**config.mk**
```make
export PLATFORM = sky130hd
export DESIGN_NAME = dlprc_core
export DESIGN_NICKNAME = d
export VERILOG_FILES = /design/src/design/dlprc_pkg.sv /design/src/design/dlprc_core.sv
export VERILOG_INCLUDE_DIRS = /design/src /design/src/design
export SDC_FILE = /design/constraint.sdc
export NUM_CORES = 1
export LEC_CHECK = 0
export ABC_AREA = 1
export BUFFER_PORTS_ARGS = -buffer_cell sky130_fd_sc_hd__clkbuf_2
export CORE_ASPECT_RATIO = 1.75
export CORE_MARGIN = 2
export CORE_UTILIZATION = 46
export CTS_CLUSTER_SIZE = 28
export DETAILED_ROUTE_END_ITERATION = 10
export HOLD_SLACK_MARGIN = 0.08
export PLACE_DENSITY = 0.71
export SETUP_SLACK_MARGIN = 0.3
export SYNTH_ARGS = -nofsm -noshare
export SYNTH_HDL_FRONTEND = slang
export SYNTH_SLANG_ARGS = --single-unit
```
**constraint.sdc**
```tcl
create_clock -name pclk -period 2.2 [get_ports pclk]
set_input_delay 0.33 -clock pclk [delete_from_list [all_inputs] [get_ports pclk]]
set_output_delay 0.33 -clock pclk [all_outputs]
set_load 0.01 [all_outputs]
```
**src/design/dlprc_defines.svh**
```systemverilog
`ifndef DLPRC_DEFINES_SVH
`define DLPRC_DEFINES_SVH

// APB byte offsets
`define DLPRC_OFF_CMD 12'h000
`define DLPRC_OFF_CTRL 12'h004
`define DLPRC_OFF_CFG 12'h008
`define DLPRC_OFF_STAT 12'h00C
`define DLPRC_PAGE_HOLD 8'h01
`define DLPRC_PAGE_OUT 8'h02

// Command word fields, bit 23 is the command byte MSB
`define DLPRC_RSV_BIT 23
`define DLPRC_MB_BIT 22
`define DLPRC_OP_HI 21
`define DLPRC_OP_LO 19
`define DLPRC_ALL_BIT 18
`define DLPRC_ADDR_HI 17
`define DLPRC_ADDR_LO 16
`define DLPRC_CODE_HI 15
`define DLPRC_CODE_LO 4
`define DLPRC_PWR_HI 5
`define DLPRC_PWR_LO 4
`define DLPRC_MASK_HI 3
`define DLPRC_MASK_LO 0
`define DLPRC_CLR_BIT 0

// Config register fields
`define DLPRC_CFG_LATCH_HI 3
`define DLPRC_CFG_LATCH_LO 0
`define DLPRC_CFG_AON_BIT 4
`define DLPRC_CFG_REF_HI 6
`define DLPRC_CFG_REF_LO 5
`define DLPRC_CTRL_END_BIT 0

// Reset values
`define DLPRC_CFG_RST 7'h00
`define DLPRC_CODE_RST 12'h000

`endif

```
**src/design/dlprc_pkg.sv**
```systemverilog
package dlprc_pkg;

  // Frame byte position, Gray along cmd -> high -> low
  typedef enum logic [1:0] {
    FR_CMD = 2'h0,
    FR_HIGH = 2'h1,
    FR_LOW = 2'h3
  } dlprc_frame_type;

  // Opcodes handled by this block
  typedef enum logic [2:0] {
    OP_WR_ALL = 3'h2,
    OP_WR_SEL = 3'h3,
    OP_POWER = 3'h4,
    OP_SOFT = 3'h5
  } dlprc_op_type;

  // Per-channel power setting
  typedef enum logic [1:0] {
    PWR_NORMAL = 2'h0,
    PWR_1K = 2'h1,
    PWR_100K = 2'h2,
    PWR_HIZ = 2'h3
  } dlprc_power_type;

  // What one channel presents to the analog side
  typedef struct packed {
    dlprc_power_type power;
    logic [11:0] level;
  } dlprc_chan_type;

endpackage

```
**src/design/dlprc_core.sv**
```systemverilog
`timescale 1ns/10ps
`include "dlprc_defines.svh"
// Function
// Write-update-all stores code, loads every channel
// Unchanged holding channels keep output untouched
// Write-update-selected loads only addressed channels
// Multibyte flag, address, MSB-first code fields
// Host uses transfer-all to load without writing; no transfer-all opcode is decoded here
// Power setting applied to masked channels only
// Power codes: normal, 1k, 100k, high-Z
// All channels down means standby
// Output registers kept through standby
// Commands still run while powered down
// Reference off in standby unless always-on
// Zero-scale clear keeps configuration
// Default restore resets everything incl config
// Address 1XX all, else one channel
// Transparent latch drives holding value out
// Always-on bit defaults zero, keeps reference
// Opcode B21..B19, B23 zero, after three bytes
// Reset: codes zero, normal power, no standby
module dlprc_core (
  input wire logic pclk,
  input wire logic presetn,
  input wire logic psel,
  input wire logic penable,
  input wire logic pwrite,
  input wire logic [11:0] paddr,
  input wire logic [31:0] pwdata,
  output logic [31:0] prdata,
  output logic pready,
  output logic pslverr,
  output dlprc_pkg::dlprc_chan_type [3:0] chan_out,
  output logic standby,
  output logic ref_enable
);

  ////////////////////////////////////////////////////////////////////////
  // Declarations

  dlprc_pkg::dlprc_frame_type frame;
  dlprc_pkg::dlprc_power_type power [4];
  logic [7:0] cmd_byte;
  logic [7:0] high_byte;
  logic [3:0][11:0] hold;
  logic [3:0][11:0] outreg;
  logic [3:0] dirty;
  logic [6:0] cfg;
  logic wr_acc;
  logic byte_wr;
  logic exec;
  logic [23:0] word;
  logic [2:0] op;
  logic [11:0] code;
  logic [3:0] sel_m;
  logic wr_code;
  logic [3:0] wmask;
  logic [3:0] next_dirty;
  logic [3:0] xfer;
  logic soft_any;
  logic soft_def;
  logic all_down;
  logic [31:0] rd_data;
  logic rd_ok;

  // Channel select from the three address bits
  function automatic logic [3:0] chan_sel(input logic [2:0] a);
    if (a[2]) begin
      chan_sel = 4'hF;
    end else begin
      chan_sel = 4'h1 << a[1:0];
    end
  endfunction

  ////////////////////////////////////////////////////////////////////////
  // Command decode

  // Completed APB write and the command byte port
  assign wr_acc = psel & penable & pready & pwrite;
  assign byte_wr = wr_acc && (paddr == `DLPRC_OFF_CMD);
  // Word as it stands when its last byte lands
  assign word = {cmd_byte, high_byte, pwdata[7:0]};
  // Run only on a frame's low byte (the third, or the last of a repeated pair) with the reserved bit clear
  assign exec = byte_wr && (frame == dlprc_pkg::FR_LOW)
    && !word[`DLPRC_RSV_BIT];
  assign op = word[`DLPRC_OP_HI:`DLPRC_OP_LO];
  assign code = word[`DLPRC_CODE_HI:`DLPRC_CODE_LO];
  assign sel_m = chan_sel(word[`DLPRC_ALL_BIT:`DLPRC_ADDR_LO]);
  assign soft_any = exec && (op == dlprc_pkg::OP_SOFT);
  assign soft_def = soft_any && word[`DLPRC_CLR_BIT];

  // Dirty tracking and which outputs a load really touches
  always_comb begin
    wr_code = exec && ((op == dlprc_pkg::OP_WR_ALL)
      || (op == dlprc_pkg::OP_WR_SEL));
    wmask = wr_code ? sel_m : 4'h0;
    next_dirty = dirty | wmask;
    if (!wr_code) begin
      xfer = 4'h0;
    end else if (op == dlprc_pkg::OP_WR_ALL) begin
      xfer = next_dirty;
    end else begin
      xfer = next_dirty & sel_m;
    end
  end

  ////////////////////////////////////////////////////////////////////////
  // Byte framing

  // Collect command, high and low bytes; multibyte repeats data pairs for write commands
  always_ff @(posedge pclk or negedge presetn) begin
    if (!presetn) begin
      frame <= dlprc_pkg::FR_CMD;
      cmd_byte <= 8'h00;
      high_byte <= 8'h00;
    end else if (wr_acc && (paddr == `DLPRC_OFF_CTRL)
        && pwdata[`DLPRC_CTRL_END_BIT]) begin
      frame <= dlprc_pkg::FR_CMD; // Frame ended by software
    end else if (byte_wr) begin
      case (frame)
        dlprc_pkg::FR_CMD: begin
          cmd_byte <= pwdata[7:0];
          frame <= dlprc_pkg::FR_HIGH;
        end
        dlprc_pkg::FR_HIGH: begin
          high_byte <= pwdata[7:0];
          frame <= dlprc_pkg::FR_LOW;
        end
        dlprc_pkg::FR_LOW: begin
          if (word[`DLPRC_MB_BIT] && wr_code) begin
            frame <= dlprc_pkg::FR_HIGH;
          end else begin
            frame <= dlprc_pkg::FR_CMD;
          end
        end
        default: begin
          frame <= dlprc_pkg::FR_CMD;
        end
      endcase
    end
  end

  ////////////////////////////////////////////////////////////////////////
  // Holding and output registers

  // Store codes, load outputs, clear on soft commands
  always_ff @(posedge pclk or negedge presetn) begin
    if (!presetn) begin
      hold <= {4{`DLPRC_CODE_RST}};
      outreg <= {4{`DLPRC_CODE_RST}};
      dirty <= 4'h0;
    end else if (soft_any) begin
      hold <= {4{`DLPRC_CODE_RST}};
      outreg <= {4{`DLPRC_CODE_RST}};
      dirty <= 4'h0;
    end else begin
      for (int i = 0; i < 4; i++) begin
        if (wmask[i]) begin
          hold[i] <= code;
        end
        if (xfer[i]) begin
          outreg[i] <= wmask[i] ? code : hold[i];
        end
      end
      dirty <= next_dirty & ~xfer;
    end
  end

  ////////////////////////////////////////////////////////////////////////
  // Power settings

  // Masked channels take the new setting, others hold
  always_ff @(posedge pclk or negedge presetn) begin
    if (!presetn) begin
      for (int i = 0; i < 4; i++) begin
        power[i] <= dlprc_pkg::PWR_NORMAL;
      end
    end else if (soft_def) begin
      for (int i = 0; i < 4; i++) begin
        power[i] <= dlprc_pkg::PWR_NORMAL;
      end
    end else if (exec && (op == dlprc_pkg::OP_POWER)) begin
      for (int i = 0; i < 4; i++) begin
        if (word[`DLPRC_MASK_LO + i]) begin
          power[i] <= dlprc_pkg::dlprc_power_type'(
            word[`DLPRC_PWR_HI:`DLPRC_PWR_LO]);
        end
      end
    end
  end

  // Every channel in a power-down setting
  always_comb begin
    all_down = 1'b1;
    for (int i = 0; i < 4; i++) begin
      if (power[i] == dlprc_pkg::PWR_NORMAL) begin
        all_down = 1'b0;
      end
    end
  end

  ////////////////////////////////////////////////////////////////////////
  // Configuration

  // Latch modes, always-on and reference select
  always_ff @(posedge pclk or negedge presetn) begin
    if (!presetn) begin
      cfg <= `DLPRC_CFG_RST;
    end else if (soft_def) begin
      cfg <= `DLPRC_CFG_RST;
    end else if (wr_acc && (paddr == `DLPRC_OFF_CFG)) begin
      cfg <= pwdata[6:0];
    end
  end

  ////////////////////////////////////////////////////////////////////////
  // Analog-side outputs

  // Standby, reference enable and channel levels
  always_ff @(posedge pclk or negedge presetn) begin
    if (!presetn) begin
      standby <= 1'b0;
      ref_enable <= 1'b0;
      chan_out <= '0;
    end else begin
      standby <= all_down;
      ref_enable <= (cfg[`DLPRC_CFG_REF_HI:`DLPRC_CFG_REF_LO] != 2'h0)
        && (!all_down || cfg[`DLPRC_CFG_AON_BIT]);
      for (int i = 0; i < 4; i++) begin
        chan_out[i].power <= power[i];
        chan_out[i].level <= cfg[`DLPRC_CFG_LATCH_LO + i]
          ? hold[i] : outreg[i];
      end
    end
  end

  ////////////////////////////////////////////////////////////////////////
  // APB slave

  // Read mux and address check
  always_comb begin
    rd_data = 32'h0000_0000;
    rd_ok = 1'b1;
    if (paddr == `DLPRC_OFF_CMD) begin
      rd_data = {22'h000000, frame, cmd_byte};
    end else if (paddr == `DLPRC_OFF_CTRL) begin
      rd_data = 32'h0000_0000;
    end else if (paddr == `DLPRC_OFF_CFG) begin
      rd_data = {25'h0000000, cfg};
    end else if (paddr == `DLPRC_OFF_STAT) begin
      rd_data = {22'h000000, power[3], power[2], power[1], power[0],
        ref_enable, standby};
    end else if ((paddr[11:4] == `DLPRC_PAGE_HOLD)
        && (paddr[1:0] == 2'h0)) begin
      rd_data = {20'h00000, hold[paddr[3:2]]};
    end else if ((paddr[11:4] == `DLPRC_PAGE_OUT)
        && (paddr[1:0] == 2'h0)) begin
      rd_data = {20'h00000, outreg[paddr[3:2]]};
    end else begin
      rd_ok = 1'b0;
    end
  end

  // One access cycle, answer prepared in setup
  always_ff @(posedge pclk or negedge presetn) begin
    if (!presetn) begin
      pready <= 1'b0;
      prdata <= 32'h0000_0000;
      pslverr <= 1'b0;
    end else begin
      pready <= psel & ~penable & ~pready;
      if (psel & ~penable) begin
        prdata <= pwrite ? 32'h0000_0000 : rd_data;
        pslverr <= ~rd_ok;
      end
    end
  end
endmodule

```
**Word-level counts from Yosys, hierarchy flattened**

Index checks and enable logic that the tools add are counted.
Widths: inputs -> output; s select.

- Bits of input ports: 49
- Register bits after elaboration: 225
- Word-level logic and storage cells: 151
- Memory bits (writable): 0
- ROM bits: 0
- Bits in latches: 0
- Memories: 0

- Equal/unequal tests: 11
- Reduce and logical (&&, ||, !) cells: 43
- Shift-type cells: 1
- Multiplexer cells: 52
- Div/mod/pow operators: 0
- Add/subtract/negate cells: 0
- Multiply operators: 0
- Magnitude comparators: 1
- Bitwise operators: 13

Operators with widths:

| cell | count |
|---|---|
| $mux 12 | 20 |
| $mux 48 | 2 |
| $bmux 12 s2 | 2 |
| $mux 32 | 1 |
| $eq 12x4->1 const B | 2 |
| $reduce_bool 2->1 | 12 |
| $mux 4 | 5 |
| $mux 8 | 2 |
| $logic_and 1x1->1 | 14 |
| $mux 7 | 2 |
| $eq 12x3->1 const B | 1 |
| $logic_not 12->1 | 1 |
| $logic_not 2->1 | 6 |
| $mux 2 | 6 |
| $mux 1 | 11 |
| $and 4x4->4 | 2 |
| $eq 8x1->1 const B | 1 |
| $eq 8x2->1 const B | 1 |
| $reduce_and 2->1 | 4 |
| $eq 3x2->1 const B | 2 |
| $eq 3x3->1 const B | 2 |
| $pmux 2 s3 | 1 |
| $reduce_and 3->1 | 2 |
| $and 1x1->1 | 5 |
| other kinds (9) | 14 |

**Longest topological paths before layout**

Gate-level depths: netlist of run 1.

- Depth after elaboration: 15
- Mapped depth: 13
- Gate-level depth less buffers: 12

**Worst setup path before layout of run 1**

No wires, ideal clock.

- Kind: register to register
- Start: reg pready
- End: reg outreg[26] in the netlist's numbering
- Stages on the path, launching flop included: 10
- Path slack: 0.434 ns
- Required time: 2.082 ns
- Arrival: 1.648 ns
- Clock period less this slack: 1.766 ns
- Cell sequence: dfrtp_1 -> nand3_1 -> nor2_1 -> nand3_2 -> nor2_8 -> nand3_4 -> buf_4 -> buf_4 -> nand4_1 -> nand2_1

- Cells in the longest elaborated chain, start to end: 12
- Elaborated cells between the ends (all ways): 16
- Those cells by class: mux (6); bitwise (4); reduce/logical (6)

Ends and longest elaborated chain:

| element | line | text |
|---|---|---|
| start: declaration | dlprc_core.sv:31 | `output logic pready,` |
| start signal: assignment | dlprc_core.sv:271 | `pready <= psel & ~penable & ~pready;` |
| $and 1x1->1 * (2 in series) | dlprc_core.sv:79 | `assign wr_acc = psel & penable & pready & pwrite;` |
| $logic_and 1x1->1 * | dlprc_core.sv:80 | `` assign byte_wr = wr_acc && (paddr == `DLPRC_OFF_CMD); `` |
| $logic_and 1x1->1 * (2 in series) | dlprc_core.sv:84 | `assign exec = byte_wr && (frame == dlprc_pkg::FR_LOW)` |
| $logic_and 1x1->1 | dlprc_core.sv:94 | `wr_code = exec && ((op == dlprc_pkg::OP_WR_ALL)` |
| $mux 4 | dlprc_core.sv:96 | `wmask = wr_code ? sel_m : 4'h0;` |
| $or 4x4->4 | dlprc_core.sv:97 | `next_dirty = dirty \| wmask;` |
| $and 4x4->4 | dlprc_core.sv:103 | `xfer = next_dirty & sel_m;` |
| $mux 4 | dlprc_core.sv:100 | `end else if (op == dlprc_pkg::OP_WR_ALL) begin` |
| $mux 4 | dlprc_core.sv:98 | `if (!wr_code) begin` |
| $reduce_bool 2->1 (no line) | -- |  |
| end signal: assignment | dlprc_core.sv:150 | `` outreg <= {4{`DLPRC_CODE_RST}}; `` |
| end signal: assignment | dlprc_core.sv:154 | `` outreg <= {4{`DLPRC_CODE_RST}}; `` |
| end signal: indexed assignment | dlprc_core.sv:162 | `outreg[i] <= wmask[i] ? code : hold[i];` |
| end: declaration | dlprc_core.sv:46 | `logic [3:0][11:0] outreg;` |

Mark *: on every way between the ends. The rest lies on a longest branch, timed or not. The select of a mux whose other input is x is not followed.
A chain may end at the register's enable or synchronous reset.

**Final worst setup path of run 1**

- Start: reg pready
- End: reg outreg[31] in the netlist's numbering

The elaborated chain is that of the path after synthesis.

==> results of run 1 <==
## layout make-up
cell class	instances	area, µm²	area share, %
sequential	205	5130	44.7
multi-input combinational	820	3800	33.1
timing repair buffer	155	1070	9.34
inverter	152	578	5.03
clock buffer	28	539	4.69
tap	252	315	2.75
clock inverter	4	47.5	0.414
## cell families after synthesis
kind of cell	count (synthesis)	synth area share (%)
compound gates	131	7.24
buf+inv	226	10.1
flops	205	52.4
other cells	1	0.0383
simple gates	668	30.2
## through the flow
stage               instance area, µm²  utilization (%)  hold WS, ns  cells
floorplan                         9870                -       0.0344   1250
detailed placement               10700             50.9        0.323   1573
finish                           11500             54.9        0.159   1616
CTS                              11300             53.8        0.149   1606
global route                     11500             54.9        0.172   1616
global placement                 10700             50.9        0.318   1573
## what timing repair did
action	4_1_cts	5_1_grt
pin swaps	0	3
gates cloned	0	4
setup buffers	0	6
resized for setup	6	23
setup endpoints to repair	99	97
hold buffers	1	0
endpoints found under the hold margin	48	0
## layer usage
layer  wire (µm)  share of wire (%)
met1       10700                 34
met2       15700                 49
met3        2170                6.8
met4        3230                 10
met5           0                  0
## registers in the layout, summed over array words and instances (netlist names)
register / cells
standby: 1
prdata: 12
cfg: 7
frame: 2
chan_out: 56
dirty: 4
outreg: 48
hold: 48
ref_enable: 1
pslverr: 1
power: 8
cmd_byte: 8
pready: 1
high_byte: 8
## tightest hold or removal path, stage by stage
cell and delay [ns]:
clkbuf_2 0.13, nand3_1 0.09, nand2_1 0.04
## power breakdown
| part | leakage [nW] | switching (mW) | internal, mW |
|---|---|---|---|
| combinational | 3.21 | 0.208 | 0.0596 |
| sequential | 2.52 | 0.00259 | 3.77 |
| clock | 0.285 | 1.40 | 1.81 |
| total | 6.01 | 1.62 | 5.64 |
## layout by cell type (no fill, tap or decap), types with 22 or more instances in the layout
| cell | n |
|---|---|
| and3_1 | 49 |
| buf_4 | 45 |
| clkbuf_16 | 22 |
| clkbuf_2 | 95 |
| dfrtp_1 | 205 |
| inv_1 | 144 |
| nand2_1 | 378 |
| nand3_1 | 92 |
| nand4_1 | 59 |
| nor2_1 | 69 |
| o21ai_0 | 85 |
## worst max-delay path by stage
stage	end	start	cells past startpoint	slack, ns
2_1_floorplan	outreg[26]	pready	9	0.43
3_3_place_gp	hold[8]	penable	8	0.08
3_5_place_dp	outreg[37]	penable	10	0.04
4_1_cts	hold[29]	pready	7	0.31
5_1_grt	outreg[43]	pready	9	0.27
6_report	outreg[31]	pready	10	0.35
==> run metrics, run 1 <==
Final #Nets between 1000 and 1500; Pins Over Slew Limit 0; Clock transition at path regs approximately 0.07 ns; Synth area leader dfrtp_1; CTS H-tree lvls 1; FF-to-FF Start pready; CP required 2.64 ns; CTS buffer count 19; #FFs+latches synth between 200 and 250; IO Port Bufs 96; Hold Path Sink power[0]; met1 Use GR 30.9%; Final ANT Viol Nets 0; drt drc 0; Total Wirelength roughly 32 mm; static leakage between 6 and 7 nW; Crit-path slowest cell dfrtp_1; maximum vdd drop around 0.00043 V; CTS max path bufs 3; Synth Cell Area 9800 µm²; WS Path Type reg2reg; Final Hold Viols 0; io pins between 100 and 150; cell count after synthesis between 1000 and 1500; TritonCTS clock tree done; wire per inst between 15 and 20 µm; Post-Synthesis Mean Instance Area roughly 8.0 µm²; total negative slack 0 ns; RSZ-0062 raised after global routing yes; First DRT Iteration DRCs ~860; Hold Crit Depth 3; commonest cells in the netlist 382 x nand2_1, 205 x dfrtp_1, 146 x inv_1, 93 x nand3_1, 85 x o21ai_0; count of cell types in the netlist 29; GR Util met3 3.34%; drt first pass iters 5; PnR worst setup slack approximately 0.35 ns; Die Area roughly 23000 µm²; Worst Skew 0.0270 ns; Least-Margin Pin Slew around 0.64 ns; CORE AREA roughly 21000 µm²; crit-path max cell delay between 0.3 and 0.4 ns; post-synthesis sequential area ratio roughly 52%; status finished clean; Area Overhead vs Synth 17.3%; Reg2Reg Setup Slack approximately 0.35 ns; PD cells roughly 630 nW/µm²; CTS sink count approximately 200; largest net degree at the start of global routing 60; DR vias/cell roughly 5.6; number of global-route vias before repair 8443; Rows 70; fillcell total 1948; total grt overflow 0; max_cap viols 0; Yosys top cell area share between 50 and 60%; capturing point of the worst reg2reg path outreg[31]; initial core utilization around 47%; gr usage total approximately 28%; Design Power a little over 7 mW; fmax 540 MHz; grt peak-use layer met2; EDFF count, synth 0; type of origin of the critical path flip-flop; yosys warns 0; Worst setup EP type flip-flop; fraction of layout cells with a size suffix above 1 roughly 15%; first-pass GRT wire length 47.0 mm; CTS Root Cell clkbuf_16; Setup Viol. Count Final 0; async set-or-reset flop fraction in the synthesized netlist 100%; ANT cells 0; CP delay by family, top simple AND/OR/NAND/NOR gates; initial antenna violation count 0; crit path buf inv count 3; Crit Path Max Fanout 12; routability congestion estimate ~1.0; most frequent cell after synthesis nand2_1; die span in x 114 µm; worst r2r path cells 10; fin crit share approximately 84%; Tmin final about 1.9 ns; sequence of cells on the critical path nand3_2 > nor2_4 > nand4_1 > nor2_4 > buf_12 > o21ai_1 > inv_1 > buf_6 > nand4_1 > nand2_1; HP Start pwdata[4]; Clk Latency, worst-skew pair 0.50 ns; CP Data Arrival Time around 2.3 ns; Synth area leaders dfrtp_1 52%, nand2_1 15%, inv_1 5.6%, nand3_1 4.8%, o21ai_0 4.3%; GRT met2 Usage 46.0%; Rel. slew slack approximately 57%; pre-CTS WS between 0.04 and 0.05 ns; Min-Delay Path Class in2reg; total number of vias 8986; ys flop type dfrtp_1; Die Y slightly below 200 µm; DP HPWL about 23 mm
Power figures use the tool's default switching activity.
==> run 2, diff against run 1 <==
--- a/config.mk
+++ b/config.mk
@@ -14,7 +14,7 @@
 export CTS_CLUSTER_SIZE = 28
 export DETAILED_ROUTE_END_ITERATION = 10
 export HOLD_SLACK_MARGIN = 0.08
-export PLACE_DENSITY = 0.71
+export PLACE_DENSITY = 0.74
 export SETUP_SLACK_MARGIN = 0.3
 export SYNTH_ARGS = -nofsm -noshare
 export SYNTH_HDL_FRONTEND = slang
==> constraint.sdc (replaced) <==
create_clock -name pclk -period 1.5 [get_ports pclk]
set_input_delay 0.225 -clock pclk [delete_from_list [all_inputs] [get_ports pclk]]
set_output_delay 0.225 -clock pclk [all_outputs]
set_load 0.01 [all_outputs]
==> run 2 against run 1 <==
  * The run now ends with setup timing left
  * Core utilization rose by 8.2 points
  * Critical path depth is 1 higher
  * Final area up 15%
  * Critical path type unchanged
  * Largest power group unchanged
==> run metrics, run 2 (synthesis gave the netlist of run 1 again) <==
crit-path max cell delay 0.35 ns (-0.04 ns); status finished with violations; Comb power frac 4.9% (+1.2 points); Area Overhead vs Synth 34.8%; fraction of layout cells with a size suffix above 1 31.4% (+16 points); DR vias/cell 5.59 (+0.50%); crit path buf inv count 3 (unchanged); Crit Path Max Fanout 6 (-6); CTS max path bufs 3 (unchanged); Worst Skew 0.0176 ns (-0.00937 ns); CP Data Arrival Time 2.24 ns (-0.05 ns); TritonCTS clock tree done; max reg flops 56 (unchanged); number of global-route vias before repair 9157 (+8.5%); Tmin final 1.80 ns (-0.0540 ns); failing checks setup timing; first-pass GRT wire length 50.6 mm (+7.7%); clock share of power 46.0% (+1.7 points); CTS buffer count 20 (+1); Final ANT Viol Nets 0 (unchanged); largest registers chan_out (56), hold (48), outreg (48); Switching Share 22.5% (+0.20 points); CTS H-tree lvls 1 (unchanged); Int Power 8.75 mW (+55%); First DRT Iteration DRCs 851 (-0.93%); commonest non-fill, non-tap cell in the layout nand2_1; CTS sink count 205 (unchanged); Seq pwr share 49.1% (-2.9 points); initial antenna violation count 0 (unchanged); max_cap viols 0 (unchanged); maximum vdd drop 0.000699 V (+64%); WS Path Type reg2reg; CP delay by family, top simple AND/OR/NAND/NOR gates; Min-Delay Path Class in2reg; Reg2Reg Setup Slack -0.30 ns (-0.65 ns); drt first pass iters 6 (+1); Psw 2.53 mW (+57%); Total Wirelength 34.5 mm (+8.6%); crit-path most repeated cell buf_6; DP HPWL 24.2 mm (+6.1%); PnR worst setup slack -0.298 ns (-0.646 ns); drt drc 0 (unchanged); total grt overflow 0 (unchanged); Final Hold Viols 0 (unchanged); PD cells 855 nW/µm² (+35%); type of origin of the critical path flip-flop; Die Y 197 µm (unchanged); total number of vias 9579 (+6.6%); utilization after layout 63.1% (+8.2 points); highest-count cells in the layout ignoring fill and taps 330 x nand2_1, 204 x dfrtp_1, 110 x inv_1, 102 x buf_4, 87 x clkbuf_2; Clock transition at path regs 0.06 ns (about the same); initial core utilization 46.8% (unchanged); fmax 556 MHz (+3.0%); sequence of cells on the critical path nand3_2 > nor2_4 > buf_6 > nand3_4 > nor2_8 > buf_6 > nand3_2 > buf_6 > nand2_1 > nand4_1 > nand2_1; Rows 70 (unchanged); pre-CTS WS -0.444 ns (-0.485 ns); die span in x 114 µm (unchanged); Final #Nets 1498 (+6.8%); static leakage 6.72 nW (+12%); Worst setup EP type flip-flop; Least-Margin Pin Slew 0.608 ns (-0.0305 ns); Setup Viol. Count Final 133 (+133); Pins Over Slew Limit 0 (unchanged); routability congestion estimate 1.01 (-1.0%); largest net degree at the start of global routing 45 (-25%); fin crit share 120% (+36 points); io pins 141 (unchanged); RSZ-0062 raised after global routing yes; IO Port Bufs 96 (unchanged); Die Area 22500 µm² (unchanged); Rel. slew slack 59.4% (+2.0 points); gr usage total 30.1% (+2.4 points); CORE AREA 20900 µm² (unchanged); Crit-path slowest cell dfrtp_1; CP required 1.94 ns (-0.70 ns); CTS Root Cell clkbuf_16; wire per inst 20.1 µm (+2.4%); largest reg by FF count chan_out; ANT cells 0 (unchanged); Clk Latency, worst-skew pair 0.51 ns (about the same)
run 2: area by class of cell:
class                   count  area [µm²]
repair buffers            247        2020
well taps                 252         315
clock inverters             6        63.8
multi-input cells         822        4440
inverters                 152         607
flip-flops and latches    205        5130
fillers                  1720        7730
repair inverters            1        6.26
clock buffers              29         616
run 2: worst paths after layout:
kind | startpoint | end | cells past startpoint
worst max-delay path | pready | outreg[42] | 11
worst min-delay path | pwdata[3] | high_byte[3] | 3
worst max register to register | pready | outreg[42] | 11
worst min register to register | power[4] | chan_out[26] | 0
max in group asynchronous | presetn | hold[4] | 3
min in group asynchronous | presetn | chan_out[13] | 2
run 2: what timing repair did:
item,in CTS,in global routing
setup buffers,11,21
hold endpoints to repair,170,0
gates resized for setup,101,147
hold buffers,4,0
endpoints found under the setup margin,224,225
gates cloned,3,6
pin swaps,24,70
run 2: power groups by stage:
stage	combinational (mW)	clock, mW	sequential, mW
after floorplan	0.199	0	5.64
after global placement	0.489	0	5.64
after detailed placement	0.495	0	5.64
after CTS	0.523	5.25	5.54
after global routing	0.604	5.48	5.53
final	0.558	5.19	5.54
run 2: per-stage QoR:
stage | instances | power (mW) | hold WS, ns | cell area, µm² | TNS [ns]
finish | 1714 | 11.3 | 0.0925 | 13200 | -31.76
global placement | 1634 | 6.13 | 0.194 | 11400 | -42.45
floorplan | 1250 | 5.84 | -0.0706 | 10200 | -10.36
detailed placement | 1634 | 6.13 | 0.202 | 11400 | -48.41
global route | 1714 | 11.6 | 0.0972 | 13200 | -39.27
CTS | 1687 | 11.3 | 0.0998 | 12600 | -15.98
run 2: layer usage:
metal / vias up / GRT usage, % / routed length [µm]
met4: 0 / 26.3 / 3950
met3: 190 / 3.68 / 2450
li1: 4386 / - / -
met5: - / 0 / 0
met1: 4437 / 33.3 / 11100
met2: 566 / 50.4 / 17000
run 2: worst register-to-register path, stage by stage (launching register included):
cell and delay, ns:
dfrtp_1 0.35, nand3_2 0.09, nor2_4 0.20, buf_6 0.13
nand3_4 0.09, nor2_8 0.16, buf_6 0.15, nand3_2 0.10
buf_6 0.17, nand2_1 0.08, nand4_1 0.13, nand2_1 0.09
==> run 3, diff against run 2 <==
--- a/config.mk
+++ b/config.mk
@@ -16,6 +16,7 @@
 export HOLD_SLACK_MARGIN = 0.08
 export PLACE_DENSITY = 0.74
 export SETUP_SLACK_MARGIN = 0.3
+export SKIP_LAST_GASP = 1
 export SYNTH_ARGS = -nofsm -noshare
 export SYNTH_HDL_FRONTEND = slang
 export SYNTH_SLANG_ARGS = --single-unit
==> run 3 against run 2 <==
  * The run still ends with setup timing left
  * Worst hold slack improved by 0.0041 ns
  * Clock skew decreased by 0.0045 ns
  * Highest routed layer is now met5
  * First-iteration DRC count decreased by 1.4%
  * Combinational power increased by 1%
  * Global-route usage decreased by 0.11 points
  * Sequential power about the same
  * Setup slack got worse by 0.014 ns
  * Largest power group unchanged
  * Die area unchanged
  * Critical path type unchanged
  * Core utilization decreased by 0.76 points
  * Clock power about the same
==> run metrics, run 3 (synthesis gave the netlist of run 1 again) <==
sequence of cells on the critical path nand3_2 > nor2_4 > nand4_1 > nor2_4 > buf_12 > o21ai_2 > nand2_2 > clkinv_4 > nand2_1 > nand2_1; Crit-path slowest cell dfrtp_1; Psw 2.54 mW (+0.21%); IO Port Bufs 96 (unchanged); Pins Over Slew Limit 0 (unchanged); drt first pass iters 6 (unchanged); first-pass GRT wire length 50.5 mm (-0.21%); crit path buf inv count 2 (-1); clock share of power 46.0% (about the same); ANT cells 0 (unchanged); initial core utilization 46.8% (unchanged); Clock transition at path regs 0.07 ns (about the same); CTS H-tree lvls 1 (unchanged); CTS Root Cell clkbuf_16; Crit Path Max Fanout 8 (+2); fraction of layout cells with a size suffix above 1 29.3% (-2.1 points); CP required 1.90 ns (-0.04 ns); First DRT Iteration DRCs 839 (-1.4%); total number of vias 9596 (+0.18%); WS Path Type reg2reg; PnR worst setup slack -0.313 ns (-0.0144 ns); Area Overhead vs Synth 33.1%; drt drc 0 (unchanged); CTS max path bufs 3 (unchanged); max reg flops 56 (unchanged); static leakage 6.72 nW (about the same); TritonCTS clock tree done; Rel. slew slack 58.4% (-1.0 points); utilization after layout 62.3% (-0.76 points); DP HPWL 24.2 mm (unchanged); Final #Nets 1502 (+0.27%); highest-count cells in the layout ignoring fill and taps 344 x nand2_1, 199 x dfrtp_1, 116 x inv_1, 111 x buf_4, 89 x clkbuf_2; Final Hold Viols 0 (unchanged); number of global-route vias before repair 9126 (-0.34%); die span in x 114 µm (unchanged); Worst setup EP type flip-flop; max_cap viols 0 (unchanged); Setup Viol. Count Final 133 (unchanged); status finished with violations; Comb power frac 5.0% (about the same); Final ANT Viol Nets 0 (unchanged); Min-Delay Path Class in2reg; Die Y 197 µm (unchanged); Clk Latency, worst-skew pair 0.51 ns (about the same); CTS buffer count 20 (unchanged); crit-path max cell delay 0.35 ns (about the same); CP delay by family, top simple AND/OR/NAND/NOR gates; total negative slack -31.08 ns (+0.681 ns); CTS sink count 205 (unchanged); Switching Share 22.5% (about the same); Layout Cells excl Fill 1718 (+0.23%); failing checks setup timing; largest registers chan_out (56), hold (48), outreg (48); DR vias/cell 5.59 (about the same); Die Area 22500 µm² (unchanged); Worst Skew 0.0131 ns (-0.00449 ns); placed insts 1634 (unchanged); largest reg by FF count chan_out; Rows 70 (unchanged); Finished Cell Area 13000 µm² (-1.2%); commonest non-fill, non-tap cell in the layout nand2_1; routability congestion estimate 1.01 (unchanged); total grt overflow 0 (unchanged); PD cells 866 nW/µm² (+1.3%); initial antenna violation count 1 (+1); CORE AREA 20900 µm² (unchanged); wire per inst 19.9 µm (-1.3%); dpl cell area 11400 µm² (unchanged); CP Data Arrival Time 2.21 ns (-0.03 ns); Total Wirelength 34.1 mm (-1.1%); io pins 141 (unchanged); largest net degree at the start of global routing 45 (unchanged); Tmin final 1.81 ns (+0.0144 ns); gr usage total 30.0% (-0.11 points); Seq pwr share 49.0% (about the same); maximum vdd drop 0.000698 V (about the same); fmax 552 MHz (-0.80%); RSZ-0062 raised after global routing yes; fin crit share 121% (+0.96 points); Design Power 11.3 mW (+0.12%); Least-Margin Pin Slew 0.618 ns (+0.00971 ns); type of origin of the critical path flip-flop; Int Power 8.76 mW (about the same)
[run 3: cell types whose count changed in the layout (fill, tap and decap cells not counted), moves of 6 or more]
| cell | delta |
|---|---|
| nand2_2 | -12 |
| o21ai_0 | +14 |
| nand2_1 | +14 |
| inv_1 | +6 |
| buf_4 | +9 |
| o21ai_2 | -9 |
[run 3: per-stage QoR]
| step | setup slack (ns) | hold WS (ns) |
|---|---|---|
| after floorplan | -0.119 | -0.0706 |
| after detailed placement | -0.444 | 0.202 |
| after global routing | -0.397 | 0.108 |
| after global placement | -0.390 | 0.194 |
| final | -0.313 | 0.0966 |
| after CTS | -0.174 | 0.0998 |
[run 3: worst min-delay path, cell delays in order]
cell and delay, ns:
clkbuf_2 0.08, inv_1 0.11, o21ai_1 0.15
[run 3: worst paths after layout]
| path | from | to | slack, ns | cells after the start |
|---|---|---|---|---|
| setup reg to reg | pready | outreg[22] | -0.31 | 10 |
| min in group asynchronous | presetn | chan_out[40] | 0.23 | 2 |
| max in group asynchronous | presetn | hold[4] | 0.66 | 3 |
| setup / recovery | pready | outreg[22] | -0.31 | 10 |
| hold reg to reg | power[7] | chan_out[13] | 0.47 | 0 |
| hold / removal | pwdata[1] | high_byte[1] | 0.1 | 3 |
[run 3: timing repair]
item                                    in CTS  in global routing
hold endpoints to repair                   170                  0
hold buffers                                 4                  0
buffers inserted                            11                 27
resized for setup                           79                106
pin swaps                                   15                 53
endpoints found under the setup margin     224                226
cloned                                       3                  4
[run 3: final cells by class]
type / count / area [µm²]
multi-input combinational: 821 / 4300
tap: 252 / 315
clock buffer: 29 / 616
sequential: 205 / 5140
fill: 1741 / 7890
inverter: 152 / 593
timing repair buffer: 252 / 2010
clock inverter: 6 / 63.8
timing repair inverter: 1 / 6.26
[run 3: per-layer routing]
layer	wire length (µm)	track usage, %	up-vias
met5	11	0	-
met3	2470	3.56	183
met1	11100	33.0	4471
met4	3710	25.3	2
met2	16900	50.9	554
li1	-	-	4386
[run 3: power groups by stage]
stage	Sequential [mW]	Combinational (mW)	Clock, mW
CTS	5.54	0.517	5.25
floorplan	5.64	0.199	0
finish	5.54	0.566	5.19
detailed placement	5.64	0.495	0
global placement	5.64	0.489	0
global route	5.53	0.612	5.48
